## config.mk

```make
export PLATFORM = sky130hd
export DESIGN_NAME = soa_averager
export DESIGN_NICKNAME = d
export VERILOG_FILES = /design/src/soa_pkg.sv /design/src/soa_pacer.sv /design/src/soa_averager.sv
export SDC_FILE = /design/constraint.sdc
export NUM_CORES = 1
export LEC_CHECK = 0
export ABC_AREA = 1
export ABC_CLOCK_PERIOD_IN_PS = 7730
export BUFFER_PORTS_ARGS = -buffer_cell sky130_fd_sc_hd__buf_4
export CORE_MARGIN = 2
export CORE_UTILIZATION = 50
export DETAILED_ROUTE_END_ITERATION = 16
export PLACE_DENSITY = 0.79
export SKIP_LAST_GASP = 1
export SYNTH_ARGS = -nofsm -noshare
export SYNTH_HDL_FRONTEND = slang
export SYNTH_SLANG_ARGS = --single-unit
```

## constraint.sdc

```tcl
create_clock -name CORE_CLK -period 7.73 [get_ports CORE_CLK]
set_clock_uncertainty 0.2 [all_clocks]
set_input_delay 1.1595 -clock CORE_CLK [delete_from_list [all_inputs] [get_ports CORE_CLK]]
set_output_delay 1.1595 -clock CORE_CLK [all_outputs]
set_load 0.02 [all_outputs]
```

## src/soa_pkg.sv

```systemverilog
package soa_pkg;
  // ****************************************
  // widths and timing
  // ****************************************
  localparam int SAMPLE_W = 16;
  localparam int COUNT_W = 15;
  localparam int ACC_W = 30;
  localparam int CHAN_W = 6;
  localparam int GAIN_W = 3;
  localparam logic [COUNT_W-1:0] OS_MIN = 15'h0002;
  localparam logic [COUNT_W-1:0] OS_MAX = 15'h4000;
  localparam int CLK_HZ = 10000000;
  localparam int MAINS_50_US = 20000;
  localparam int MAINS_60_NS = 16666000;
  // cycles per mains period at the core rate (longest time: round down)
  localparam int MAINS_50_CYC = MAINS_50_US * (CLK_HZ / 1000000);
  localparam int MAINS_60_CYC = MAINS_60_NS / (1000000000 / CLK_HZ);
  localparam int PER_W = 18;
  localparam logic [PER_W-1:0] PACE_RST = 18'h00000;

  typedef enum logic [2:0] {
    SOA_KIND_VOLT = 3'h0,
    SOA_KIND_TEMP = 3'h1,
    SOA_KIND_COLD = 3'h2,
    SOA_KIND_ZERO = 3'h3,
    SOA_KIND_DIG = 3'h4
  } soa_kind_t;

  typedef struct packed {
    soa_kind_t kind;
    logic [CHAN_W-1:0] chan;
    logic [GAIN_W-1:0] gain;
  } soa_entry_t;

  typedef struct packed {
    soa_entry_t entry;
    logic [SAMPLE_W-1:0] value;
  } soa_result_t;
endpackage

```

## src/soa_pacer.sv

```systemverilog
`timescale 1ns/1ps
`default_nettype none
// ****************************************
// conversion pacer for line-cycle mode
// ****************************************
// spreads one mains period evenly over the burst by fractional accumulation
module soa_pacer (
  // clock and reset
  input wire logic clk,
  input wire logic rst,
  // control
  input wire logic enable,
  input wire logic restart,
  input wire logic [soa_pkg::PER_W-1:0] period,
  input wire logic [soa_pkg::COUNT_W-1:0] count,
  // tick
  output logic tick
);
  logic [soa_pkg::PER_W:0] acc_r;
  logic [soa_pkg::PER_W:0] acc_sum;
  wire step_over;

  assign acc_sum = acc_r + {4'h0, count};
  assign step_over = acc_sum >= {1'b0, period};
  assign tick = enable & step_over;

  always_ff @(posedge clk) begin
    if (rst || restart || !enable) begin
      acc_r <= {1'b0, soa_pkg::PACE_RST};
    end else if (step_over) begin
      acc_r <= acc_sum - {1'b0, period};
    end else begin
      acc_r <= acc_sum;
    end
  end
endmodule
`default_nettype wire

```

## src/soa_averager.sv

```systemverilog
`timescale 1ns/1ps
`default_nettype none
// Contract
// - oversampling factor programmable from 2 to 16384 per entry
// - oversampling applies to voltage, temperature, cold-junction and autozero entries
// - digital entries give one reading regardless of oversampling
// - without oversampling, one conversion per entry in list order
// - burst of conversions per entry, channel and gain held steady
// - average all 16-bit results, deliver one value per entry
// - line-cycle mode averages a power-of-two count over one mains period
// - line-cycle mode stretches conversions to span 20 ms or 16.666 ms
module soa_averager (
  // clock and reset
  input wire logic CORE_CLK,
  input wire logic RST,
  // configuration
  input wire logic OS_ENABLE,
  input wire logic [soa_pkg::COUNT_W-1:0] OS_FACTOR,
  input wire logic LINE_ENABLE,
  input wire logic LINE_60HZ,
  // scan entry in
  input wire logic ENTRY_VALID,
  output logic ENTRY_READY,
  input wire soa_pkg::soa_entry_t ENTRY,
  // converter path
  output logic CONV_START,
  output soa_pkg::soa_entry_t CONV_SEL,
  input wire logic CONV_DONE,
  input wire logic [soa_pkg::SAMPLE_W-1:0] CONV_DATA,
  // digital input sample
  input wire logic [soa_pkg::SAMPLE_W-1:0] DIG_DATA,
  // result out
  output logic RESULT_VALID,
  input wire logic RESULT_READY,
  output soa_pkg::soa_result_t RESULT,
  // status
  output logic BUSY,
  output logic FACTOR_ERR
);
  typedef enum logic [2:0] {
    SOA_IDLE = 3'h0,
    SOA_START = 3'h1,
    SOA_WAIT = 3'h2,
    SOA_DIV = 3'h3,
    SOA_OUT = 3'h4
  } soa_state_t;
  localparam logic [4:0] DIV_TOP = 5'(soa_pkg::ACC_W - 1);

  soa_state_t state_r, state_nxt;
  soa_pkg::soa_entry_t sel_r;
  logic [soa_pkg::COUNT_W-1:0] target_r, done_r;
  logic [soa_pkg::ACC_W-1:0] acc_r;
  logic [soa_pkg::SAMPLE_W-1:0] avg_r;
  logic [soa_pkg::ACC_W-1:0] rem_r;
  logic [4:0] div_i_r;
  logic line_r, pace_ok_r;
  soa_pkg::soa_result_t result_r;

  // ****************************************
  // decode
  // ****************************************
  wire is_dig = (ENTRY.kind == soa_pkg::SOA_KIND_DIG);
  wire factor_ok = (OS_FACTOR >= soa_pkg::OS_MIN) && (OS_FACTOR <= soa_pkg::OS_MAX);
  wire pow2 = ((OS_FACTOR & (OS_FACTOR - 15'h0001)) == 15'h0000);
  // line mode only with a legal power-of-two count; otherwise plain oversampling
  wire line_ok = LINE_ENABLE && factor_ok && pow2;
  wire [soa_pkg::COUNT_W-1:0] want = (OS_ENABLE && factor_ok && !is_dig) ? OS_FACTOR
                                                                          : 15'h0001;
  wire take = (state_r == SOA_IDLE) && ENTRY_VALID;
  wire last = (done_r + 15'h0001) == target_r;
  wire [soa_pkg::PER_W-1:0] period = LINE_60HZ ? soa_pkg::PER_W'(soa_pkg::MAINS_60_CYC)
                                               : soa_pkg::PER_W'(soa_pkg::MAINS_50_CYC);
  wire pace_tick;
  wire conv_in = (state_r == SOA_WAIT) && CONV_DONE;
  wire div_start = conv_in && last;
  wire div_end = (state_r == SOA_DIV) && (div_i_r == 5'h00);

  // ****************************************
  // divide step
  // ****************************************
  // next dividend bit joins the partial remainder; a clear sign keeps the subtraction
  wire div_bit = acc_r[div_i_r];
  wire [soa_pkg::ACC_W:0] trial = {rem_r, div_bit} - {16'h0000, target_r};
  wire q_bit = !trial[soa_pkg::ACC_W];
  wire [soa_pkg::ACC_W-1:0] rem_shift = {rem_r[soa_pkg::ACC_W-2:0], div_bit};
  wire [soa_pkg::ACC_W-1:0] rem_step = q_bit ? trial[soa_pkg::ACC_W-1:0] : rem_shift;
  // the mean never exceeds one sample, so only zeros leave the top of the quotient
  wire [soa_pkg::SAMPLE_W-1:0] avg_nxt = {avg_r[soa_pkg::SAMPLE_W-2:0], q_bit};

  assign ENTRY_READY = (state_r == SOA_IDLE);
  assign CONV_START = (state_r == SOA_START) && (!line_r || pace_ok_r);
  assign CONV_SEL = sel_r;
  assign RESULT_VALID = (state_r == SOA_OUT);
  assign RESULT = result_r;
  assign BUSY = (state_r != SOA_IDLE);
  assign FACTOR_ERR = OS_ENABLE && !factor_ok;

  // stretch: next conversion is released only after the pacer's share of the period
  soa_pacer u_pacer (
    .clk(CORE_CLK),
    .rst(RST),
    .enable(line_r),
    .restart(take),
    .period(period),
    .count(target_r),
    .tick(pace_tick)
  );

  // ****************************************
  // sequencer
  // ****************************************
  always_comb begin
    state_nxt = state_r;
    unique case (state_r)
      SOA_IDLE: begin
        if (ENTRY_VALID) begin
          state_nxt = is_dig ? SOA_OUT : SOA_START;
        end
      end
      SOA_START: begin
        if (CONV_START) begin
          state_nxt = SOA_WAIT;
        end
      end
      SOA_WAIT: begin
        if (CONV_DONE) begin
          state_nxt = last ? SOA_DIV : SOA_START;
        end
      end
      SOA_DIV: begin
        if (div_i_r == 5'h00) begin
          state_nxt = SOA_OUT;
        end
      end
      SOA_OUT: begin
        if (RESULT_READY) begin
          state_nxt = SOA_IDLE;
        end
      end
      default: state_nxt = SOA_IDLE;
    endcase
  end

  always_ff @(posedge CORE_CLK) begin
    if (RST) begin
      state_r <= SOA_IDLE;
    end else begin
      state_r <= state_nxt;
    end
  end

  // pace flag: set by tick, consumed by start; set wins
  // a conversion longer than two slots loses a tick and the burst overruns the period
  always_ff @(posedge CORE_CLK) begin
    if (RST || take) begin
      pace_ok_r <= 1'b0;
    end else if (pace_tick) begin
      pace_ok_r <= 1'b1;
    end else if (CONV_START) begin
      pace_ok_r <= 1'b0;
    end
  end

  always_ff @(posedge CORE_CLK) begin
    if (RST) begin
      sel_r <= '0;
      target_r <= 15'h0001;
      line_r <= 1'b0;
    end else if (take) begin
      sel_r <= ENTRY;
      target_r <= want;
      line_r <= OS_ENABLE && line_ok && !is_dig;
    end
  end

  // ****************************************
  // accumulate and divide
  // ****************************************
  // 30 bits hold 16384 full-scale samples without wrapping
  always_ff @(posedge CORE_CLK) begin
    if (RST || take) begin
      acc_r <= '0;
      done_r <= '0;
    end else if (conv_in) begin
      acc_r <= acc_r + {14'h0000, CONV_DATA};
      done_r <= done_r + 15'h0001;
    end
  end

  // restoring divide, one quotient bit per cycle: avoids a wide combinational divider
  // costs 30 cycles per analog entry; digital entries never enter the divider
  always_ff @(posedge CORE_CLK) begin
    if (RST) begin
      rem_r <= '0;
      avg_r <= '0;
      div_i_r <= 5'h00;
    end else if (div_start) begin
      rem_r <= '0;
      avg_r <= '0;
      div_i_r <= DIV_TOP;
    end else if (state_r == SOA_DIV) begin
      rem_r <= rem_step;
      avg_r <= avg_nxt;
      div_i_r <= div_end ? 5'h00 : div_i_r - 5'h01;
    end
  end

  // ****************************************
  // result register
  // ****************************************
  always_ff @(posedge CORE_CLK) begin
    if (RST) begin
      result_r <= '0;
    end else if (take && is_dig) begin
      result_r <= {ENTRY, DIG_DATA};
    end else if (div_end) begin
      result_r <= {sel_r, avg_nxt};
    end
  end
endmodule
`default_nettype wire

```

==> results of run 1 <==
## cell families after synthesis
kind of cell / count (synthesis) / synth area share, %
and+or+nand+nor: 944 / 34.0
DFF: 174 / 29.0
AOI/OAI and AO/OA: 325 / 15.4
adders and majority gates: 58 / 6.24
xor gates and xnor gates: 66 / 4.82
buffers and inverters: 317 / 10.5
## power by group through the flow
| stage | Combinational (uW) | Sequential [uW] | Clock (uW) |
|---|---|---|---|
| after detailed placement | 2990 | 1140 | 0 |
| after global placement | 2900 | 1130 | 0 |
| final | 2990 | 1120 | 931 |
| after floorplan | 2470 | 1130 | 0 |
| after global routing | 3250 | 1130 | 972 |
| after CTS | 3000 | 1120 | 941 |
## layout by cell type, fill, tap and decap left out, types with 17 or more instances in the layout
cell	n
buf_4	118
nor2_1	178
nand4_1	20
o211ai_1	18
ha_1	55
inv_1	254
o21ai_0	89
nand2_1	535
xnor2_1	19
nand3b_1	19
xor2_1	47
nand3_1	112
a21oi_1	149
nor3_1	28
clkbuf_16	17
dfxtp_1	174
## per-stage QoR
stage / cell area [um^2] / hold WS (ns) / power (uW) / cells / worst slack (ns)
4_1_cts: 13600 / 0.271 / 5060 / 2298 / 2.78
3_3_place_gp: 13000 / 0.254 / 4030 / 2266 / 3.08
6_report: 13600 / 0.271 / 5040 / 2298 / 2.69
5_1_grt: 13600 / 0.296 / 5350 / 2298 / 2.10
2_1_floorplan: 12000 / 0.248 / 3600 / 1884 / 4.10
3_5_place_dp: 13000 / 0.260 / 4130 / 2266 / 2.87
## synth_stat cells (all sizes together)
master     n
o32ai     10
a31oi      2
o31ai      1
nor3      32
a21o       1
a22oi      9
o221ai     5
o2bb2ai    2
dfxtp    174
buf       25
or2        6
a21oi    152
o211ai    18
a31o       2
nor3b      2
o22ai     14
xnor2     19
inv      260
nor2     189
a21boi     3
and2       1
nand2    553
a211oi     2
o21a       4
o21bai     5
clkinv     2
nand4     20
o2111ai    2
nand3    119
nor4       3
clkbuf    30
fa         3
nand3b    19
xor2      47
ha        55
o21ai     93
## tightest hold or removal path, cell delays in order (launching register included)
cell and delay [ns]:
dfxtp_1 0.32, nand2_1 0.06, a21oi_1 0.05
## layout make-up
| class | count | share of cell area [%] |
|---|---|---|
| Timing Repair Buffer | 118 | 6.49 |
| Sequential cell | 174 | 25.5 |
| Clock buffer | 17 | 3.12 |
| Multi-Input combinational cell | 1393 | 53.2 |
| Inverter | 262 | 7.21 |
| Tap cell | 319 | 2.92 |
| Clock inverter | 15 | 1.57 |
## sequential cells by signal, summed over array words and instances (netlist names), 3 cells and up
| register | count |
|---|---|
| CONV_SEL | 12 |
| RESULT | 28 |
| acc_r | 30 |
| avg_r | 15 |
| div_i_r | 5 |
| done_r | 15 |
| rem_r | 30 |
| state_r | 3 |
| target_r | 15 |
| u_pacer.acc_r | 19 |
## path summary, 6_finish.rpt
path,cells after the start,start,to
max,20,div_i_r[0],rem_r[13]
max reg2reg,20,div_i_r[0],rem_r[13]
min,2,RESULT[25],RESULT[25]
min reg2reg,2,RESULT[25],RESULT[25]
## metal layers
layer | wire length [um] | up-vias | global-route usage, %
li1 | - | 6260 | -
met3 | 2180 | 66 | 3.79
met1 | 14600 | 5607 | 33.7
met2 | 15300 | 410 | 43.6
met5 | 0 | - | 0
met4 | 847 | 0 | 8.72
==> reports/metrics.yaml, run 1 <==
grt:
  grt_first_pass_wirelength_um: 54600
  antenna_found_initial: 0
  grt-ovfl-total: 0
  grt_max_degree: 55
  grt_pass1_vias: 11400
  grtUsageTotal_pct: 25.8
clocking:
  cts_num_sinks: 174
  clockBufferDepth: 2
  post_cts_buffers: 0
  cts_made_buffers: 17
  path_clk_slew_ns: 0.08
  insertion_delay_ns: 0.45
  cts_tree: "built"
  ctsHoldBuffers: 0
  cts_max_level: 4
  clock_tree.root_cell: "clkbuf_16"
  cts_resized: 0
setup_path:
  crit_fanout: 29
  crit_slowest_cell: "dfxtp_1"
  worst_path_most_repeated_cell: "nand2_1"
  worst_path_dominant_cell_family: "simple AND/OR/NAND/NOR gates"
  path_buf_inv: 2
  max_stage_delay_ns: 0.61
  start_kind: "flop"
  critical_path_required_ns: 7.88
  crit_type: "reg -> reg"
  crit_path_end_kind: "flop"
  arrival_ns: 5.19
  regToRegSetupSlack_ns: 2.69
  critical_path.cell_chain: "clkinv_1 -> a21oi_1 -> o21ai_0 -> a21boi_0 -> nor2_1 -> o2bb2ai_1 -> ha_1 -> fa_1 -> nand3b_1 -> nand2_1 -> a21oi_1 -> o21ai_1 -> nand2_1 -> nand3b_1 -> inv_1 -> nand2_1 -> nand2_1 -> nand2_1 -> nand3_1 -> a21oi_1"
synth:
  synth-warning-count: 0
  synth_area_leaders: "dfxtp_1, nand2_1, inv_1"
  synth_area_per_cell_um2: 6.37
  synth-seq-cells: 174
  synth_top_cell_area_share_pct: 29.0
  yosysSeqAreaShare_pct: 29.0
  syn-instance-count: 1884
  synthesis.nets: 2009
  synth_top_area_cell: "dfxtp_1"
  synth_cell_types: 54
  synth_area_um2: 12000
placement:
  dpl.hpwl_um: 24200
  place.gp.congestion: 0.920
  io_buffer_count: 111
floorplan:
  die_h_um: 159
  die_x_um: 159
  rows: 56
  core_region_area_um2: 23500
  initial_core_util_pct: 51.0
  io_pins: 112
  dieArea_um2: 25300
cells_and_area:
  insertedDiodeCount: 0
  nFillCells: 2319
  final_core_util_pct: 58.0
  synthToLayoutAreaGrowth_pct: 13.7
  drive_above_1_share_pct: 10.5
  multi_input_area_um2: 7260
  nNetsFinal: 2091
  register_area_um2: 3480
flow_run:
  cap_violations: 0
pwr:
  p_leak_uw: 0.00656
  pwr-share-clk_pct: 18.5
  p_seq_share_pct: 22.2
  p_int_uw: 2480
  p_comb_share_pct: 59.4
  ir_drop_uv: 463
  sw_frac_of_total_pct: 50.8
  power_density_nw_per_um2: 369
  power_switching_uw: 2560
sta:
  worst_slew_pin_slew_ns: 1.22
  final.setup.tns_ns: 0
  hold_viol: 0
  finalSetupViolations: 0
  rsz0062_at_grt: "no"
  slew_headroom_pct: 18.7
  post-route-min-period_ns: 5.04
  final_max_slew_viol_count: 0
  min_period_over_period_pct: 65.2
  max_freq_mhz: 198
drt:
  vias: 12300
  drc_errors: 0
  wire_per_inst_um: 14.3
  drt-pass1-iter-count: 5
  drt_iter0_drc: 1068
  drtAntennaViolNets: 0
  routed_wl_um: 32900
  viasPerCell: 5.37
min_path:
  hold_class: "reg -> reg"
outcome:
  status: "finished clean"
Power figures use the tool's default switching activity.
==> inputs of run 2 (changes only) <==
Settings changed: ABC_CLOCK_PERIOD_IN_PS 7730 to 5000.
Clock period 7.73 ns to 5 ns, I/O delays scaled along.
==> reports/metrics.yaml, run 2 (synthesis gave the netlist of run 1 again) <==
flow_run:
  cap_violations: 0
sta:
  slew_headroom_pct: 40.8
  hold_viol: 0
  final.setup.tns_ns: 0
  min_period_over_period_pct: 87.4
  rsz0062_at_grt: "no"
  final_max_slew_viol_count: 0
  post-route-min-period_ns: 4.37
  finalSetupViolations: 0
  worst_slew_pin_slew_ns: 0.885
  max_freq_mhz: 229
grt:
  grt_pass1_vias: 11500
  grt_max_degree: 55
  grt_first_pass_wirelength_um: 54300
  grtUsageTotal_pct: 25.7
  antenna_found_initial: 0
  grt-ovfl-total: 0
setup_path:
  critical_path_required_ns: 5.10
  crit_type: "reg -> reg"
  arrival_ns: 4.47
  crit_fanout: 33
  start_kind: "flop"
  regToRegSetupSlack_ns: 0.63
  crit_path_end_kind: "flop"
cells_and_area:
  final_common_cell: "nand2_1"
  nFillCells: 2245
  synthToLayoutAreaGrowth_pct: 14.1
  insertedDiodeCount: 0
  nNetsFinal: 2095
  drive_above_1_share_pct: 10.6
  fin_area_um2: 13700
  final_cell_mix: "nand2_1, inv_1, nor2_1, dfxtp_1, a21oi_1"
min_path:
  hold_class: "reg -> reg"
clocking:
  ctsHoldBuffers: 0
  clockBufferDepth: 2
  cts_num_sinks: 174
  cts_made_buffers: 17
  insertion_delay_ns: 0.46
  clock_tree.root_cell: "clkbuf_16"
  cts_max_level: 4
  post_cts_buffers: 0
  path_clk_slew_ns: 0.09
  cts_resized: 0
  cts_tree: "built"
placement:
  place.gp.congestion: 0.933
  dpl.hpwl_um: 24300
  placedInstanceArea_um2: 13000
  io_buffer_count: 111
drt:
  viasPerCell: 5.34
  routed_wl_um: 32500
  wire_per_inst_um: 14.1
  drt-pass1-iter-count: 5
  drc_errors: 0
  vias: 12300
  drtAntennaViolNets: 0
  drt_iter0_drc: 1027
pwr:
  p_leak_uw: 0.00658
  power_density_nw_per_um2: 585
  ir_drop_uv: 847
floorplan:
  dieArea_um2: 25300
  io_pins: 112
  die_x_um: 159
  core_region_area_um2: 23500
  die_h_um: 159
  rows: 56
  initial_core_util_pct: 51.0
outcome:
  status: "finished clean"
==> run 2: cell type report <==
type / instances / area [um^2] / area share [%]
well taps: 319 / 399 / 2.92
clock buffers: 17 / 425 / 3.11
clock inverters: 15 / 224 / 1.64
flip-flops and latches: 174 / 3480 / 25.5
multi-input cells: 1393 / 7260 / 53.0
repair buffers: 122 / 916 / 6.69
inverters: 262 / 983 / 7.19
==> run 2: routing by layer <==
| metal | share of wire, % | GRT usage, % | wire length, um |
|---|---|---|---|
| met5 | 0 | 0 | 0 |
| met4 | 2.8 | 9.63 | 899 |
| met3 | 6.1 | 4.86 | 1990 |
| met2 | 46 | 43.0 | 14900 |
| met1 | 45 | 33.1 | 14700 |
==> run 2: metrics by stage <==
| step | utilization (%) | hold slack [ns] | std cells | total power [uW] | worst slack [ns] |
|---|---|---|---|---|---|
| floorplan | - | 0.248 | 1884 | 5560 | 1.37 |
| global placement | 55.4 | 0.252 | 2270 | 6390 | 0.919 |
| detailed placement | 55.4 | 0.258 | 2270 | 6470 | 0.739 |
| CTS | 58.1 | 0.269 | 2302 | 7950 | 0.690 |
| global route | 58.1 | 0.285 | 2302 | 8610 | 0.270 |
| finish | 58.1 | 0.269 | 2302 | 8000 | 0.632 |
==> run 2: power by group <==
part	internal [uW]	leakage, uW	switching (uW)
clock	705	0.000309	740
sequential	1560	0.00141	170
combinational	1670	0.00486	3160
==> run 2: final timing paths <==
check / start / end / cells past startpoint
worst min-delay path: RESULT[22] / RESULT[22] / 2
worst max-delay path: div_i_r[1] / rem_r[12] / 20
worst max register to register: div_i_r[1] / rem_r[12] / 20
worst min register to register: RESULT[22] / RESULT[22] / 2
==> run 2: worst max-delay path: stages (launching register included) <==
cell and delay, ns:
dfxtp_1 0.52, clkinv_1 0.30, a21oi_1 0.19, o21ai_0 0.11
o211ai_1 0.10, nand3_1 0.09, nand3_1 0.09, o2bb2ai_1 0.10
ha_1 0.22, fa_1 0.39, nand3b_1 0.17, nand2_1 0.10
a21oi_1 0.13, o21ai_1 0.21, nand2_1 0.16, nand3b_1 0.17
nand2_1 0.08, nand2_2 0.48, o21ai_0 0.23, nand3_1 0.12
a21oi_1 0.06
